## src/verilog/codec_clock_cfg.svh

```systemverilog
// Register map, field positions and reset values of the codec clock controller
`ifndef CODEC_CLOCK_CFG_SVH
`define CODEC_CLOCK_CFG_SVH

// ********************************
// Register offsets
// ********************************
`define ADDR_SW_RESET      8'h00
`define ADDR_POWER_MGMT5   8'h0c
`define ADDR_CLOCK_CTRL1   8'h28
`define ADDR_CLOCK_CTRL2   8'h29
`define ADDR_BIT_CLOCK     8'h2a
`define ADDR_GPIO_CLOCK    8'h2b
`define ADDR_PLAY_CTRL     8'h30
`define ADDR_PLAY_RATE     8'h36
`define ADDR_REC_RATE      8'h44
`define ADDR_TICK_ALIAS    8'hda
`define ADDR_SECURITY      8'hdb

// ********************************
// Field positions
// ********************************
`define BIT_OSC_PM5        10
`define BIT_OSC_TICK       12
`define BIT_SRC_SELECT     11
`define BIT_SRC_DIVIDE     8
`define BIT_RATE_MODE      12
`define FLD_RATE_CODE      2:0
`define FLD_OUT_DIV        3:0
`define BIT_TIMEOUT_EN     4
`define FLD_TIMEOUT_RATE   7:5
`define BIT_LOOP_EN        8
`define BIT_LOOP_OSC_EN    9
`define BIT_MASTER_MODE    10
`define BIT_ALT_REC_PINS   11
`define BIT_REC_INV_EN     12
`define FLD_CLK2           12:0
`define FLD_BIT_DIV        5:0
`define FLD_REF_OUT_EN     3:0
`define BIT_GPIO5_OUTCLK   4
`define BIT_EXT_REF_GPIO   5
`define FLD_GPIO_CFG       5:0

// ********************************
// Reset values and constants
// ********************************
`define OSC_RESET          1'b1
`define SEL_RESET          1'b0
`define UNLOCK_KEY         16'h0013
`define FRAME_NORMAL       9'h100
`define FRAME_USB          9'h110
`define RATE_LEN_1_0       5'h02
`define RATE_LEN_1_5       5'h03
`define RATE_LEN_2_0       5'h04
`define RATE_LEN_3_0       5'h06
`define RATE_LEN_4_0       5'h08
`define RATE_LEN_5_5       5'h0b
`define RATE_LEN_6_0       5'h0c
`define GPIO5_INDEX        2

`endif

```

## src/verilog/codec_clock_pkg.sv

```systemverilog
// Types shared by the codec clock controller modules
`default_nettype none
package codec_clock_pkg;
  typedef enum logic {SW_RUN, SW_WAIT_FALL} switch_state_t;
  typedef logic [2:0]  rate_code_t;
  typedef logic [15:0] reg_word_t;
endpackage
`default_nettype wire

```

## src/verilog/codec_clock_control.sv

```systemverilog
// Codec clock controller: reference gate, core clock switch, rate and pin dividers
`timescale 1ns/1ps
`default_nettype none
`include "codec_clock_cfg.svh"

module codec_clock_control
  import codec_clock_pkg::*;
#(
  parameter logic [15:0] CHIP_ID            = 16'h5a5a, // Arbitrary identification value
  parameter logic [23:0] TIMEOUT_BASE_EDGES = 24'h000100
) (
  // Clock and reset
  input  wire logic       i_clock,
  input  wire logic       i_rst_n,
  // Register port
  input  wire logic [7:0] i_reg_addr,
  input  wire logic [15:0] i_reg_wdata,
  input  wire logic       i_reg_write,
  input  wire logic       i_reg_read,
  output logic [15:0]     o_reg_rdata,
  output logic            o_reg_rvalid,
  // Clock sources and power state
  input  wire logic       i_master_clock_pin,
  input  wire logic       i_loop_clock,
  input  wire logic       i_crystal_in_pin,
  input  wire logic       i_gpio_ref_in,
  input  wire logic       i_low_power_state,
  // Oscillator and loop controls
  output logic            o_ref_osc_enable,
  output logic            o_loop_enable,
  output logic            o_loop_osc_enable,
  output logic            o_ref_clock,
  // Internal clocks
  output logic            o_codec_core_clock,
  output logic            o_rec_core_clock,
  output logic            o_play_core_clock,
  output logic            o_timeout_clock,
  output logic            o_rate_mode_usb,
  // Audio interface pins
  output logic            o_bit_clock,
  output logic            o_bit_clock_oe,
  output logic            o_rec_frame_clock,
  output logic            o_rec_frame_clock_oe,
  output logic            o_play_frame_clock,
  output logic            o_play_frame_clock_oe,
  // Alternate recording pins
  output logic            o_alt_rec_frame_clock,
  output logic            o_alt_rec_frame_inv,
  output logic            o_alt_rec_bit_clock,
  output logic            o_alt_oe,
  // GPIO reference outputs (GPIO 2, 3, 5, 12)
  output logic [3:0]      o_gpio_out,
  output logic [3:0]      o_gpio_oe
);

  // ********************************
  // Register storage
  // ********************************
  logic          ref_osc_enable_q;
  logic          src_select_q;
  logic          src_divide_q;
  logic          rate_mode_q;
  rate_code_t    rec_code_q;
  rate_code_t    play_code_q;
  logic [12:0]   clk2_q;
  logic [5:0]    bit_div_q;
  logic [5:0]    gpio_cfg_q;
  reg_word_t     security_q;

  // Write decode
  logic wr_soft_reset, wr_pm5, wr_tick, unlocked;
  assign unlocked      = (security_q == `UNLOCK_KEY);
  assign wr_soft_reset = i_reg_write & (i_reg_addr == `ADDR_SW_RESET);
  assign wr_pm5        = i_reg_write & (i_reg_addr == `ADDR_POWER_MGMT5) & unlocked;
  assign wr_tick       = i_reg_write & (i_reg_addr == `ADDR_TICK_ALIAS);

  // Shared oscillator enable, held on in low power states
  logic osc_d;
  assign osc_d = i_low_power_state ? `OSC_RESET :
                 wr_pm5  ? i_reg_wdata[`BIT_OSC_PM5] :
                 wr_tick ? i_reg_wdata[`BIT_OSC_TICK] : ref_osc_enable_q;

  always_ff @(posedge i_clock)
  begin
    if (!i_rst_n)
      ref_osc_enable_q <= `OSC_RESET;
    else
      ref_osc_enable_q <= osc_d;
  end

  // Clock control fields; software reset restores defaults
  always_ff @(posedge i_clock)
  begin
    if (!i_rst_n || wr_soft_reset)
    begin
      src_select_q <= `SEL_RESET;
      src_divide_q <= 1'b0;
      rate_mode_q  <= 1'b0;
      rec_code_q   <= '0;
      play_code_q  <= '0;
      clk2_q       <= '0;
      bit_div_q    <= '0;
      gpio_cfg_q   <= '0;
      security_q   <= '0;
    end
    else if (i_reg_write)
    begin
      case (i_reg_addr)
        `ADDR_CLOCK_CTRL1:
        begin
          src_select_q <= i_reg_wdata[`BIT_SRC_SELECT];
          src_divide_q <= i_reg_wdata[`BIT_SRC_DIVIDE];
        end
        `ADDR_CLOCK_CTRL2: clk2_q      <= i_reg_wdata[`FLD_CLK2];
        `ADDR_BIT_CLOCK:   bit_div_q   <= i_reg_wdata[`FLD_BIT_DIV];
        `ADDR_GPIO_CLOCK:  gpio_cfg_q  <= i_reg_wdata[`FLD_GPIO_CFG];
        `ADDR_PLAY_CTRL:   rate_mode_q <= i_reg_wdata[`BIT_RATE_MODE];
        `ADDR_PLAY_RATE:   play_code_q <= i_reg_wdata[`FLD_RATE_CODE];
        `ADDR_REC_RATE:    rec_code_q  <= i_reg_wdata[`FLD_RATE_CODE];
        `ADDR_SECURITY:    security_q  <= i_reg_wdata;
        default:           security_q  <= security_q;
      endcase
    end
  end

  // Read decode
  reg_word_t rd_word;
  assign rd_word =
    (i_reg_addr == `ADDR_SW_RESET)    ? CHIP_ID :
    (i_reg_addr == `ADDR_POWER_MGMT5) ? reg_word_t'(ref_osc_enable_q) << `BIT_OSC_PM5 :
    (i_reg_addr == `ADDR_TICK_ALIAS)  ? reg_word_t'(ref_osc_enable_q) << `BIT_OSC_TICK :
    (i_reg_addr == `ADDR_CLOCK_CTRL1) ? (reg_word_t'(src_select_q) << `BIT_SRC_SELECT) |
                                        (reg_word_t'(src_divide_q) << `BIT_SRC_DIVIDE) :
    (i_reg_addr == `ADDR_CLOCK_CTRL2) ? reg_word_t'(clk2_q) :
    (i_reg_addr == `ADDR_BIT_CLOCK)   ? reg_word_t'(bit_div_q) :
    (i_reg_addr == `ADDR_GPIO_CLOCK)  ? reg_word_t'(gpio_cfg_q) :
    (i_reg_addr == `ADDR_PLAY_CTRL)   ? reg_word_t'(rate_mode_q) << `BIT_RATE_MODE :
    (i_reg_addr == `ADDR_PLAY_RATE)   ? reg_word_t'(play_code_q) :
    (i_reg_addr == `ADDR_REC_RATE)    ? reg_word_t'(rec_code_q) :
    (i_reg_addr == `ADDR_SECURITY)    ? security_q : '0;

  always_ff @(posedge i_clock)
  begin
    if (!i_rst_n)
    begin
      o_reg_rdata  <= '0;
      o_reg_rvalid <= 1'b0;
    end
    else
    begin
      o_reg_rdata  <= i_reg_read ? rd_word : o_reg_rdata;
      o_reg_rvalid <= i_reg_read;
    end
  end

  // ********************************
  // Source synchronisers and reference
  // ********************************
  logic mclk_s, loop_s, xtal_s, gref_s;
  level_sync #(.W(4)) u_sync (
    .i_clock (i_clock),
    .i_rst_n (i_rst_n),
    .i_async ({i_master_clock_pin, i_loop_clock, i_crystal_in_pin, i_gpio_ref_in}),
    .o_sync  ({mclk_s, loop_s, xtal_s, gref_s})
  );

  // Reference gated by the oscillator enable, from crystal pin or GPIO
  logic ref_q;
  always_ff @(posedge i_clock)
  begin
    if (!i_rst_n)
      ref_q <= 1'b0;
    else
      ref_q <= ref_osc_enable_q & (gpio_cfg_q[`BIT_EXT_REF_GPIO] ? gref_s : xtal_s);
  end

  // ********************************
  // Core clock source switch
  // ********************************
  switch_state_t state_q, state_d;
  logic cur_sel_q, cur_sel_d, core_q, core_d;
  logic mclk_prev_q, loop_prev_q;
  logic src_now, src_prev, src_rise, src_fall, switch_now, core_edge;

  assign src_now   = cur_sel_q ? loop_s : mclk_s;
  assign src_prev  = cur_sel_q ? loop_prev_q : mclk_prev_q;
  assign src_rise  = src_now & ~src_prev;
  assign src_fall  = ~src_now & src_prev;
  assign core_edge = core_d ^ core_q;

  // Wait for a falling edge of the old source before moving over
  always_comb
  begin
    state_d    = state_q;
    cur_sel_d  = cur_sel_q;
    switch_now = 1'b0;
    case (state_q)
      SW_RUN:
        if (src_select_q != cur_sel_q)
          state_d = SW_WAIT_FALL;
      SW_WAIT_FALL:
        if (src_select_q == cur_sel_q)
          state_d = SW_RUN;
        else if (src_fall)
        begin
          cur_sel_d  = src_select_q;
          switch_now = 1'b1;
          state_d    = SW_RUN;
        end
      default:
        state_d = SW_RUN;
    endcase
  end

  // Divide by one follows the source, divide by two toggles on rises
  assign core_d = switch_now ? 1'b0 :
                  src_divide_q ? (src_rise ? ~core_q : core_q) : src_now;

  always_ff @(posedge i_clock)
  begin
    if (!i_rst_n)
    begin
      state_q     <= SW_RUN;
      cur_sel_q   <= `SEL_RESET;
      core_q      <= 1'b0;
      mclk_prev_q <= 1'b0;
      loop_prev_q <= 1'b0;
    end
    else
    begin
      state_q     <= state_d;
      cur_sel_q   <= cur_sel_d;
      core_q      <= core_d;
      mclk_prev_q <= mclk_s;
      loop_prev_q <= loop_s;
    end
  end

  // ********************************
  // Converter, frame and pin dividers
  // ********************************
  function automatic logic [4:0] rate_len(input rate_code_t code);
    case (code)
      3'h0:    rate_len = `RATE_LEN_1_0;
      3'h1:    rate_len = `RATE_LEN_1_5;
      3'h2:    rate_len = `RATE_LEN_2_0;
      3'h3:    rate_len = `RATE_LEN_3_0;
      3'h4:    rate_len = `RATE_LEN_4_0;
      3'h5:    rate_len = `RATE_LEN_5_5;
      3'h6:    rate_len = `RATE_LEN_6_0;
      default: rate_len = `RATE_LEN_1_0; // Reserved code runs undivided
    endcase
  endfunction

  logic       master, alt_pins, frame_restart;
  logic [4:0] conv_len  [2];
  logic [8:0] frame_len;
  logic [1:0] conv_clk, conv_wrap, frame_clk, frame_wrap;
  assign master        = clk2_q[`BIT_MASTER_MODE];
  assign alt_pins      = clk2_q[`BIT_ALT_REC_PINS];
  assign frame_restart = ~master;
  assign conv_len[0]   = rate_len(rec_code_q);
  assign conv_len[1]   = rate_len(play_code_q);
  assign frame_len     = rate_mode_q ? `FRAME_USB : `FRAME_NORMAL;

  // Channel 0 records, channel 1 plays, each with its own divider
  for (genvar ch = 0; ch < 2; ch++)
  begin : g_chan
    edge_divider #(.W(5)) u_conv (
      .i_clock (i_clock), .i_rst_n (i_rst_n), .i_restart (1'b0),
      .i_edge  (core_edge), .i_len (conv_len[ch]),
      .o_clk   (conv_clk[ch]), .o_wrap (conv_wrap[ch])
    );
    edge_divider #(.W(9)) u_frame (
      .i_clock (i_clock), .i_rst_n (i_rst_n), .i_restart (frame_restart),
      .i_edge  (conv_wrap[ch]), .i_len (frame_len),
      .o_clk   (frame_clk[ch]), .o_wrap (frame_wrap[ch])
    );
  end

  // Bit clock restarts on the faster frame so edges stay aligned
  logic       bit_clk, faster_wrap;
  logic [7:0] bit_len;
  assign faster_wrap = (conv_len[0] <= conv_len[1]) ? frame_wrap[0] : frame_wrap[1];
  assign bit_len     = {1'b0, ({1'b0, bit_div_q} + 7'h01)} << 1;
  edge_divider #(.W(8)) u_bit (
    .i_clock (i_clock), .i_rst_n (i_rst_n), .i_restart (frame_restart | faster_wrap),
    .i_edge  (core_edge), .i_len (bit_len), .o_clk (bit_clk), .o_wrap ()
  );

  // Output clock on GPIO 5
  logic       out_clk;
  logic [5:0] out_len;
  assign out_len = {({1'b0, clk2_q[`FLD_OUT_DIV]} + 5'h01), 1'b0};
  edge_divider #(.W(6)) u_out (
    .i_clock (i_clock), .i_rst_n (i_rst_n), .i_restart (1'b0),
    .i_edge  (core_edge), .i_len (out_len), .o_clk (out_clk), .o_wrap ()
  );

  // Slow timeout clock, held high with its counter at zero while disabled
  logic        to_en;
  logic [23:0] to_len;
  assign to_en  = clk2_q[`BIT_TIMEOUT_EN];
  assign to_len = TIMEOUT_BASE_EDGES << clk2_q[`FLD_TIMEOUT_RATE];
  edge_divider #(.W(24)) u_timeout (
    .i_clock (i_clock), .i_rst_n (i_rst_n), .i_restart (~to_en),
    .i_edge  (core_edge), .i_len (to_len), .o_clk (o_timeout_clock), .o_wrap ()
  );

  // ********************************
  // Pin outputs
  // ********************************
  logic [3:0] gpio_q;
  always_ff @(posedge i_clock)
  begin
    if (!i_rst_n)
      gpio_q <= '0;
    else
    begin
      gpio_q <= {4{ref_q}};
      if (gpio_cfg_q[`BIT_GPIO5_OUTCLK])
        gpio_q[`GPIO5_INDEX] <= out_clk;
    end
  end

  assign o_gpio_out = gpio_q;
  assign o_gpio_oe  = gpio_cfg_q[`FLD_REF_OUT_EN] |
                      (4'h1 << `GPIO5_INDEX) & {4{gpio_cfg_q[`BIT_GPIO5_OUTCLK]}};
  assign o_ref_osc_enable      = ref_osc_enable_q;
  assign o_loop_enable         = clk2_q[`BIT_LOOP_EN];
  assign o_loop_osc_enable     = clk2_q[`BIT_LOOP_OSC_EN];
  assign o_ref_clock           = ref_q;
  assign o_codec_core_clock    = core_q;
  assign o_rec_core_clock      = conv_clk[0];
  assign o_play_core_clock     = conv_clk[1];
  assign o_rate_mode_usb       = rate_mode_q;
  assign o_bit_clock           = bit_clk;
  assign o_bit_clock_oe        = master;
  assign o_rec_frame_clock     = frame_clk[0];
  assign o_rec_frame_clock_oe  = master & ~alt_pins;
  assign o_play_frame_clock    = frame_clk[1];
  assign o_play_frame_clock_oe = master;
  assign o_alt_rec_frame_clock = frame_clk[0];
  assign o_alt_rec_frame_inv   = clk2_q[`BIT_REC_INV_EN] & ~frame_clk[0];
  assign o_alt_rec_bit_clock   = bit_clk;
  assign o_alt_oe              = master & alt_pins;
endmodule
`default_nettype wire

```

## src/verilog/edge_divider.sv

```systemverilog
// Event counting divider producing a registered clock level
`timescale 1ns/1ps
`default_nettype none
module edge_divider #(
  parameter int W = 8
) (
  // Clock and reset
  input  wire logic         i_clock,
  input  wire logic         i_rst_n,
  // Control
  input  wire logic         i_restart,
  input  wire logic         i_edge,
  input  wire logic [W-1:0] i_len,
  // Result
  output logic              o_clk,
  output logic              o_wrap
);
  logic [W-1:0] cnt_q;
  logic [W-1:0] cnt_d;
  logic [W-1:0] half;
  logic         last;

  // One period is i_len events, high for the first half
  assign half   = i_len >> 1;
  assign last   = (cnt_q >= (i_len - W'(1)));
  assign o_wrap = i_edge & last & ~i_restart;
  assign cnt_d  = i_restart ? '0 : (i_edge ? (last ? '0 : cnt_q + W'(1)) : cnt_q);

  // Counter and output level
  always_ff @(posedge i_clock)
  begin
    if (!i_rst_n)
    begin
      cnt_q <= '0;
      o_clk <= 1'b0;
    end
    else
    begin
      cnt_q <= cnt_d;
      o_clk <= (cnt_d < half);
    end
  end
endmodule
`default_nettype wire

```

## src/verilog/level_sync.sv

```systemverilog
// Two-stage synchroniser for asynchronous level inputs
`timescale 1ns/1ps
`default_nettype none
module level_sync #(
  parameter int W = 1
) (
  // Clock and reset
  input  wire logic         i_clock,
  input  wire logic         i_rst_n,
  // Levels
  input  wire logic [W-1:0] i_async,
  output logic      [W-1:0] o_sync
);
  logic [W-1:0] stage1_q;

  // First stage feeds only the second
  always_ff @(posedge i_clock)
  begin
    if (!i_rst_n)
    begin
      stage1_q <= '0;
      o_sync   <= '0;
    end
    else
    begin
      stage1_q <= i_async;
      o_sync   <= stage1_q;
    end
  end
endmodule
`default_nettype wire
```

## config.mk

```make
export PLATFORM = sky130hd
export DESIGN_NAME = codec_clock_control
export DESIGN_NICKNAME = d
export VERILOG_FILES = /design/src/verilog/codec_clock_pkg.sv /design/src/verilog/codec_clock_control.sv /design/src/verilog/edge_divider.sv /design/src/verilog/level_sync.sv
export VERILOG_INCLUDE_DIRS = /design/src /design/src/verilog
export SDC_FILE = /design/constraint.sdc
export NUM_CORES = 1
export LEC_CHECK = 0
export ABC_AREA = 1
export BUFFER_PORTS_ARGS = -buffer_cell sky130_fd_sc_hd__buf_4
export CAP_MARGIN = 20
export CORE_UTILIZATION = 50
export DETAILED_ROUTE_END_ITERATION = 6
export PLACE_DENSITY = 0.69
export SKIP_CTS_REPAIR_TIMING = 1
export SYNTH_ARGS = -nofsm -noshare
export SYNTH_HDL_FRONTEND = slang
export SYNTH_SLANG_ARGS = --single-unit
```

## constraint.sdc

```tcl
create_clock -name i_clock -period 8.5 [get_ports i_clock]
set_input_delay 0.425 -clock i_clock [delete_from_list [all_inputs] [get_ports i_clock]]
set_output_delay 0.425 -clock i_clock [all_outputs]
set_load 0.02 [all_outputs]
```

### After elaboration in Yosys (flattened, before gate mapping)

Cells that the tools add are included.

| word-level totals | value |
|---|---|
| register bits after elaboration | 159 |
| bits in latches | 0 |
| memory bits (writable) | 0 |
| ROM bits | 0 |
| input port bits | 33 |
| output and inout bits | 44 |
| memories kept | 0 |

| cells by class | value |
|---|---|
| add/subtract/negate cells | 15 |
| multiply operators | 0 |
| divide/modulo/power cells | 0 |
| order comparisons | 15 |
| eq/ne operators | 25 |
| shifts and indexed selects | 1 |
| muxes and demuxes | 49 |
| bitwise operators | 29 |
| reduce and logical (&&, ||, !) cells | 14 |

Operators with widths:

| kind | count |
|---|---|
| $mux 16 | 11 |
| $mux 24 | 3 |
| $mux 9 | 6 |
| $eq 8x6->1 const B | 6 |
| $pmux 4 s6 | 2 |
| $mux 5 | 5 |
| $add 24x1->24 const B | 1 |
| $ge 24x24->1 | 1 |
| $lt 24x23->1 | 1 |
| $mux 8 | 3 |
| $shl 9x3->24 const A | 1 |
| $sub 24x1->24 const B | 1 |
| $add 9x1->9 const B | 2 |
| $eq 3x3->1 const B | 6 |
| $ge 9x9->1 | 2 |
| $lt 9x8->1 | 2 |
| $and 1x1->1 | 16 |
| $eq 16x5->1 const B | 1 |
| $eq 8x8->1 const B | 2 |
| $mux 1 | 16 |
| $reduce_and 2->1 | 8 |
| $eq 3x2->1 const B | 4 |
| $mux 6 | 2 |
| $or 12x9->12 | 1 |
| other kinds (32) | 45 |

### Logic depth before layout (Yosys ltp)

| logic depth | value |
|---|---|
| depth in word-level cells | 15 |
| mapped depth | 24 |
| mapped depth without buffers | 24 |

### By module

Synthesis repeated with hierarchy kept, for this count alone.

| second synthesis, totals | value |
|---|---|
| cells, all modules | 1734 |
| area total of the unflattened synthesis | 11954.0 um^2 |

Modules (own cells, without submodules):

| module | times used | cells an instance | area each (um^2) | seq. area each (um^2) |
|---|---|---|---|---|
| codec_clock_control | 1 | 540 | 3798.6 | 1521.5 |
| edge_divider at u_timeout | 1 | 464 | 3084.2 | 500.5 |
| edge_divider at g_chan[0].u_conv ... | 2 | 82 | 579.3 | 120.1 |
| edge_divider at g_chan[1].u_frame | 1 | 159 | 1053.5 | 200.2 |
| edge_divider at g_chan[0].u_frame | 1 | 145 | 1028.5 | 200.2 |
| edge_divider at u_bit | 1 | 135 | 919.6 | 180.2 |
| edge_divider at u_out | 1 | 102 | 685.7 | 140.1 |
| level_sync | 1 | 25 | 225.2 | 160.2 |

### Worst setup path after synthesis

Ideal clock, no wire load.

| path | value |
|---|---|
| path kind | register to register |
| start | register clk2_q[6] |
| end | register u_timeout.o_clk |
| setup time | 0.064 ns |
| arrival time | 3.206 ns |
| required time | 8.436 ns |
| setup slack | 5.230 ns |
| stages on the path, launching flop included | 21 |
| period minus slack after synthesis | 3.270 ns |
| cells stage by stage | dfxtp_1 > clkbuf_1 > nor2_1 > ha_1 > a21oi_1 > o21a_1 > o221ai_1 > nand3b_1 > nand2_1 > nand2_1 > buf_2 > nor3_1 > ha_1 > nand3_1 > o21ai_0 > o31a_1 > o21a_1 > o21a_1 > nor2_1 > nand4_1 > nor2_1 |

| between the ends | value |
|---|---|
| word-level cells in the longest chain between the ends | 7 |

Ends and longest elaborated chain:

| item | RTL line | RTL |
|---|---|---|
| from (decl) | codec_clock_control.sv:65 | `logic [12:0] clk2_q;` |
| from (signal assigned) | codec_clock_control.sv:114 | `` `ADDR_CLOCK_CTRL2: clk2_q <= i_reg_wdata[`FLD_CLK2]; `` |
| $shl 9x3->24 | codec_clock_control.sv:304 | `` assign to_len = TIMEOUT_BASE_EDGES << clk2_q[`FLD_TIMEOUT_RATE]; `` |
| $sub 24x1->24 | edge_divider.sv:25 | `assign last = (cnt_q >= (i_len - W'(1)));` |
| $ge 24x24->1 | edge_divider.sv:25 |  |
| $mux 24 (3 in series) | edge_divider.sv:27 | `assign cnt_d = i_restart ? '0 : (i_edge ? (last ? '0 : cnt_q + W'(1)) : cnt_q);` |
| net u_timeout.cnt_d[11] | edge_divider.sv:19 | `logic [W-1:0] cnt_d;` |
| $lt 24x23->1 | edge_divider.sv:40 | `o_clk <= (cnt_d < half);` |
| to (signal assigned) | edge_divider.sv:40 |  |
| to (decl) | edge_divider.sv:15 | `output logic o_clk,` |

The timed path passes the listed nets, and every way through them passes these cells.
A chain may end at the register's enable or synchronous reset.

### Worst setup path after layout

| path | value |
|---|---|
| start | register clk2_q[7] |
| end | register u_timeout.o_clk |

Same word-level chain as after synthesis.

==> flow_metrics.py <==
metrics = {
    "placement": {
        "gp_congestion": 0.890,
        "dp_hpwl_mm": 17.0,
        "port-buffer-count": 76,
    },
    "global_route": {
        "grt_max_degree": 72,
        "grt_pass1_vias": 7668,
        "grt_pass1_wl_mm": 37.6,
        "grt-ovfl-total": 0,
        "antenna_found_initial": 0,
        "grtUsageTotal_pct": 25.7,
    },
    "routing": {
        "ant_nets": 0,
        "drc": 0,
        "dr_total_vias": 8456,
        "viasPerCell": 5.41,
        "wirelength_mm": 23.2,
        "wl_per_cell_um": 14.9,
        "dr.pass1.iters": 5,
        "drt-initial-drc-count": 513,
    },
    "hold_path": {
        "hold_class": "input port to register",
    },
    "synthesis": {
        "yosysSeqAreaShare_pct": 34.3,
        "async_reset_ff_share_pct": 0,
        "synth_area_sq_um": 9160,
        "syn_inst": 1269,
        "synth_cell_types": 55,
        "synth.avg_cell_area_sq_um": 7.22,
        "synth_seq_cells": 157,
        "yosysWarnings": 0,
        "ys_dominant_reg_cell": "dfxtp_1",
        "synth_nets": 1379,
        "synth_enable_flop_cells": 0,
    },
    "outcome": {
        "status": "finished, final reports clean",
    },
    "power": {
        "pwr-share-seq_pct": 47.3,
        "comb_power_share_pct": 6.7,
        "p_sw_uw": 421,
        "ir_drop_uv": 151,
        "p_clk_share_pct": 45.9,
        "cellPowerDensity_nw_per_um2": 153,
        "power.internal_uw": 1160,
        "cellLeakagePower_uw": 0.00433,
        "p_sw_share_pct": 26.5,
    },
    "worst_setup_path": {
        "crit_chain": "inv_1 > ha_1 > a21oi_1 > o21a_1 > o221ai_1 > nand3b_1 > nand2_1 > nand2_1 > nor3_1 > ha_1 > nand3_1 > o21ai_0 > o31a_1 > o21a_1 > o21a_1 > nor2_1 > nand4_1 > nor2_1",
        "cpPeakStageDelay_ns": 0.51,
        "crit_path_end_kind": "register",
        "crit_type": "register to register",
        "critPathMaxFanout": 16,
        "crit_slowest_cell": "dfxtp_1",
        "cp_common_cell": "o21a_1",
        "critPathLaunchType": "register",
        "cp.arrival_ns": 4.02,
        "crit_required_ns": 8.88,
    },
    "final_layout": {
        "final_nets": 1433,
        "drive_gt1_share_pct": 11.5,
        "layout.cells.most_common": "inv_1",
        "seqCellArea_sq_um": 3140,
        "fillers": 1692,
        "syn_to_final_growth_pct": 13.2,
        "multiInputGateArea_sq_um": 5040,
        "mostFrequentLayoutCells": "inv_1, nand2_1, dfxtp_1",
        "antenna_cells": 0,
    },
    "clock_tree": {
        "h-tree-depth": 4,
        "cts.clk_slew.worst_paths_ns": 0.07,
        "clk_latency_ns": 0.44,
        "clk_path_buf_depth": 2,
        "cts_buffers": 17,
        "clock_sinks": 157,
        "cts-root-buf": "clkbuf_16",
        "cts_tree": "yes",
    },
    "timing": {
        "holdWs_ns": 0.158,
        "tns_ns": 0,
        "finalCriticalPeriod_ns": 3.64,
        "finalClockSkew_ns": 0.0127,
        "max_slew.worst_pin.slew_ns": 0.883,
        "slew_headroom_pct": 41.1,
        "drv_slew": 0,
        "finalCritPeriodShare_pct": 42.8,
        "hold_viol": 0,
        "fmax_ghz": 0.275,
        "rsz0062_at_grt": "false",
        "setup_viol": 0,
    },
    "floorplan": {
        "rows": 49,
        "io_pins": 77,
        "die_x_um": 137,
        "dieHeight_um": 137,
        "initial_core_util_pct": 51.0,
        "core_area_sq_um": 18000,
        "dieArea_sq_um": 18900,
    },
    "job": {
        "maxCapViolCount": 0,
    },
}
-- registers in the layout, indices dropped and copies added (netlist names), 2 cells and up --
register              count
play_code_q               3
u_sync.o_sync             4
o_gpio_out                2
g_chan.u_conv.cnt_q      10
u_sync.stage1_q           4
gpio_cfg_q                6
security_q               16
g_chan.u_frame.cnt_q     18
g_chan.u_conv.o_clk       2
o_reg_rdata              16
g_chan.u_frame.o_clk      2
u_out.cnt_q               6
clk2_q                   13
rec_code_q                3
u_bit.cnt_q               8
u_timeout.cnt_q          24
bit_div_q                 6
-- cell type report --
class	count	share of cell area, %
Sequential cell	157	30.3
Inverter	198	7.16
Tap cell	229	2.76
Clock buffer	17	4.10
Multi-Input combinational cell	868	48.5
Timing Repair Buffer	81	5.86
Clock inverter	14	1.27
-- metal layers --
metal / wire, um / global-route usage (%) / part of all wire, %
met5: 0 / 0 / 0
met2: 10300 / 40.2 / 44
met1: 11200 / 34.6 / 48
met3: 1160 / 5.48 / 5.0
met4: 573 / 9.89 / 2.5
-- cells by family (layout without fill, tap and decap cells) --
family                     Yosys count  in the layout  synth area share [%]
AOI/OAI and AO/OA                  262            262                  16.2
buffers and inverters              244            310                  10.8
DFF                                157            157                  34.3
and+or+nand+nor                    499            499                  25.4
other                                1              1                0.0409
xor gates and xnor gates            29             29                  2.77
adders and majority gates           77             77                  10.5
-- power by group through the flow --
stage / combinational [uW] / clock [uW] / sequential (uW)
CTS: 106 / 742 / 751
global route: 117 / 779 / 752
finish: 107 / 728 / 751
detailed placement: 105 / 0 / 767
floorplan: 61.0 / 0 / 772
global placement: 105 / 0 / 767
-- path summary, 6_finish.rpt --
kind                            from            endpoint  slack [ns]  cells past startpoint
setup / recovery           clk2_q[7]     u_timeout.o_clk        4.86                     18
hold reg to reg   u_sync.stage1_q[1]    u_sync.o_sync[1]        0.42                      2
setup reg to reg           clk2_q[7]     u_timeout.o_clk        4.86                     18
hold / removal      i_crystal_in_pin  u_sync.stage1_q[1]        0.16                      3
-- per-stage QoR --
| step | cell area, sq um | util [%] | instances | setup WS (ns) | power [uW] |
|---|---|---|---|---|---|
| detailed placement | 9820 | 54.6 | 1533 | 4.89 | 873 |
| CTS | 10400 | 57.7 | 1564 | 4.87 | 1600 |
| floorplan | 9160 | - | 1269 | 5.23 | 833 |
| global placement | 9820 | 54.6 | 1533 | 4.98 | 873 |
| finish | 10400 | 57.7 | 1564 | 4.86 | 1590 |
| global route | 10400 | 57.7 | 1564 | 4.50 | 1650 |
-- worst max-delay path: cells and delay by family, from the launching register on --
family / cells / cell delay, ns
AND/OR/NAND/NOR: 8 / 1.26
buffers and inverters: 1 / 0.18
adder cells (fa/ha/maj): 2 / 0.63
AO/OA/AOI/OAI: 7 / 1.00
flip-flops: 1 / 0.51
-- Yosys cell counts, types with 5 or more instances --
library cell | instances | area (sq um)
ha_1 | 77 | 963
o21ai_0 | 87 | 435
a211oi_1 | 9 | 67.6
buf_2 | 5 | 25.0
nand3_1 | 64 | 320
o21ai_1 | 13 | 65.1
nand2_1 | 186 | 698
o221ai_1 | 6 | 52.6
nand2_2 | 6 | 37.5
nor3_1 | 42 | 210
o211ai_1 | 14 | 105
nand4_1 | 26 | 163
nor3_2 | 6 | 60.1
buf_4 | 9 | 67.6
inv_2 | 6 | 22.5
nor4_1 | 21 | 131
xor2_1 | 19 | 166
nor2_1 | 120 | 450
inv_1 | 189 | 709
o21a_1 | 6 | 45.0
xnor2_1 | 10 | 87.6
o22ai_1 | 10 | 62.6
dfxtp_1 | 157 | 3140
nor4_2 | 5 | 62.6
clkbuf_1 | 27 | 101
a21oi_1 | 98 | 490
No activity file was read; power rests on OpenSTA's default activity.
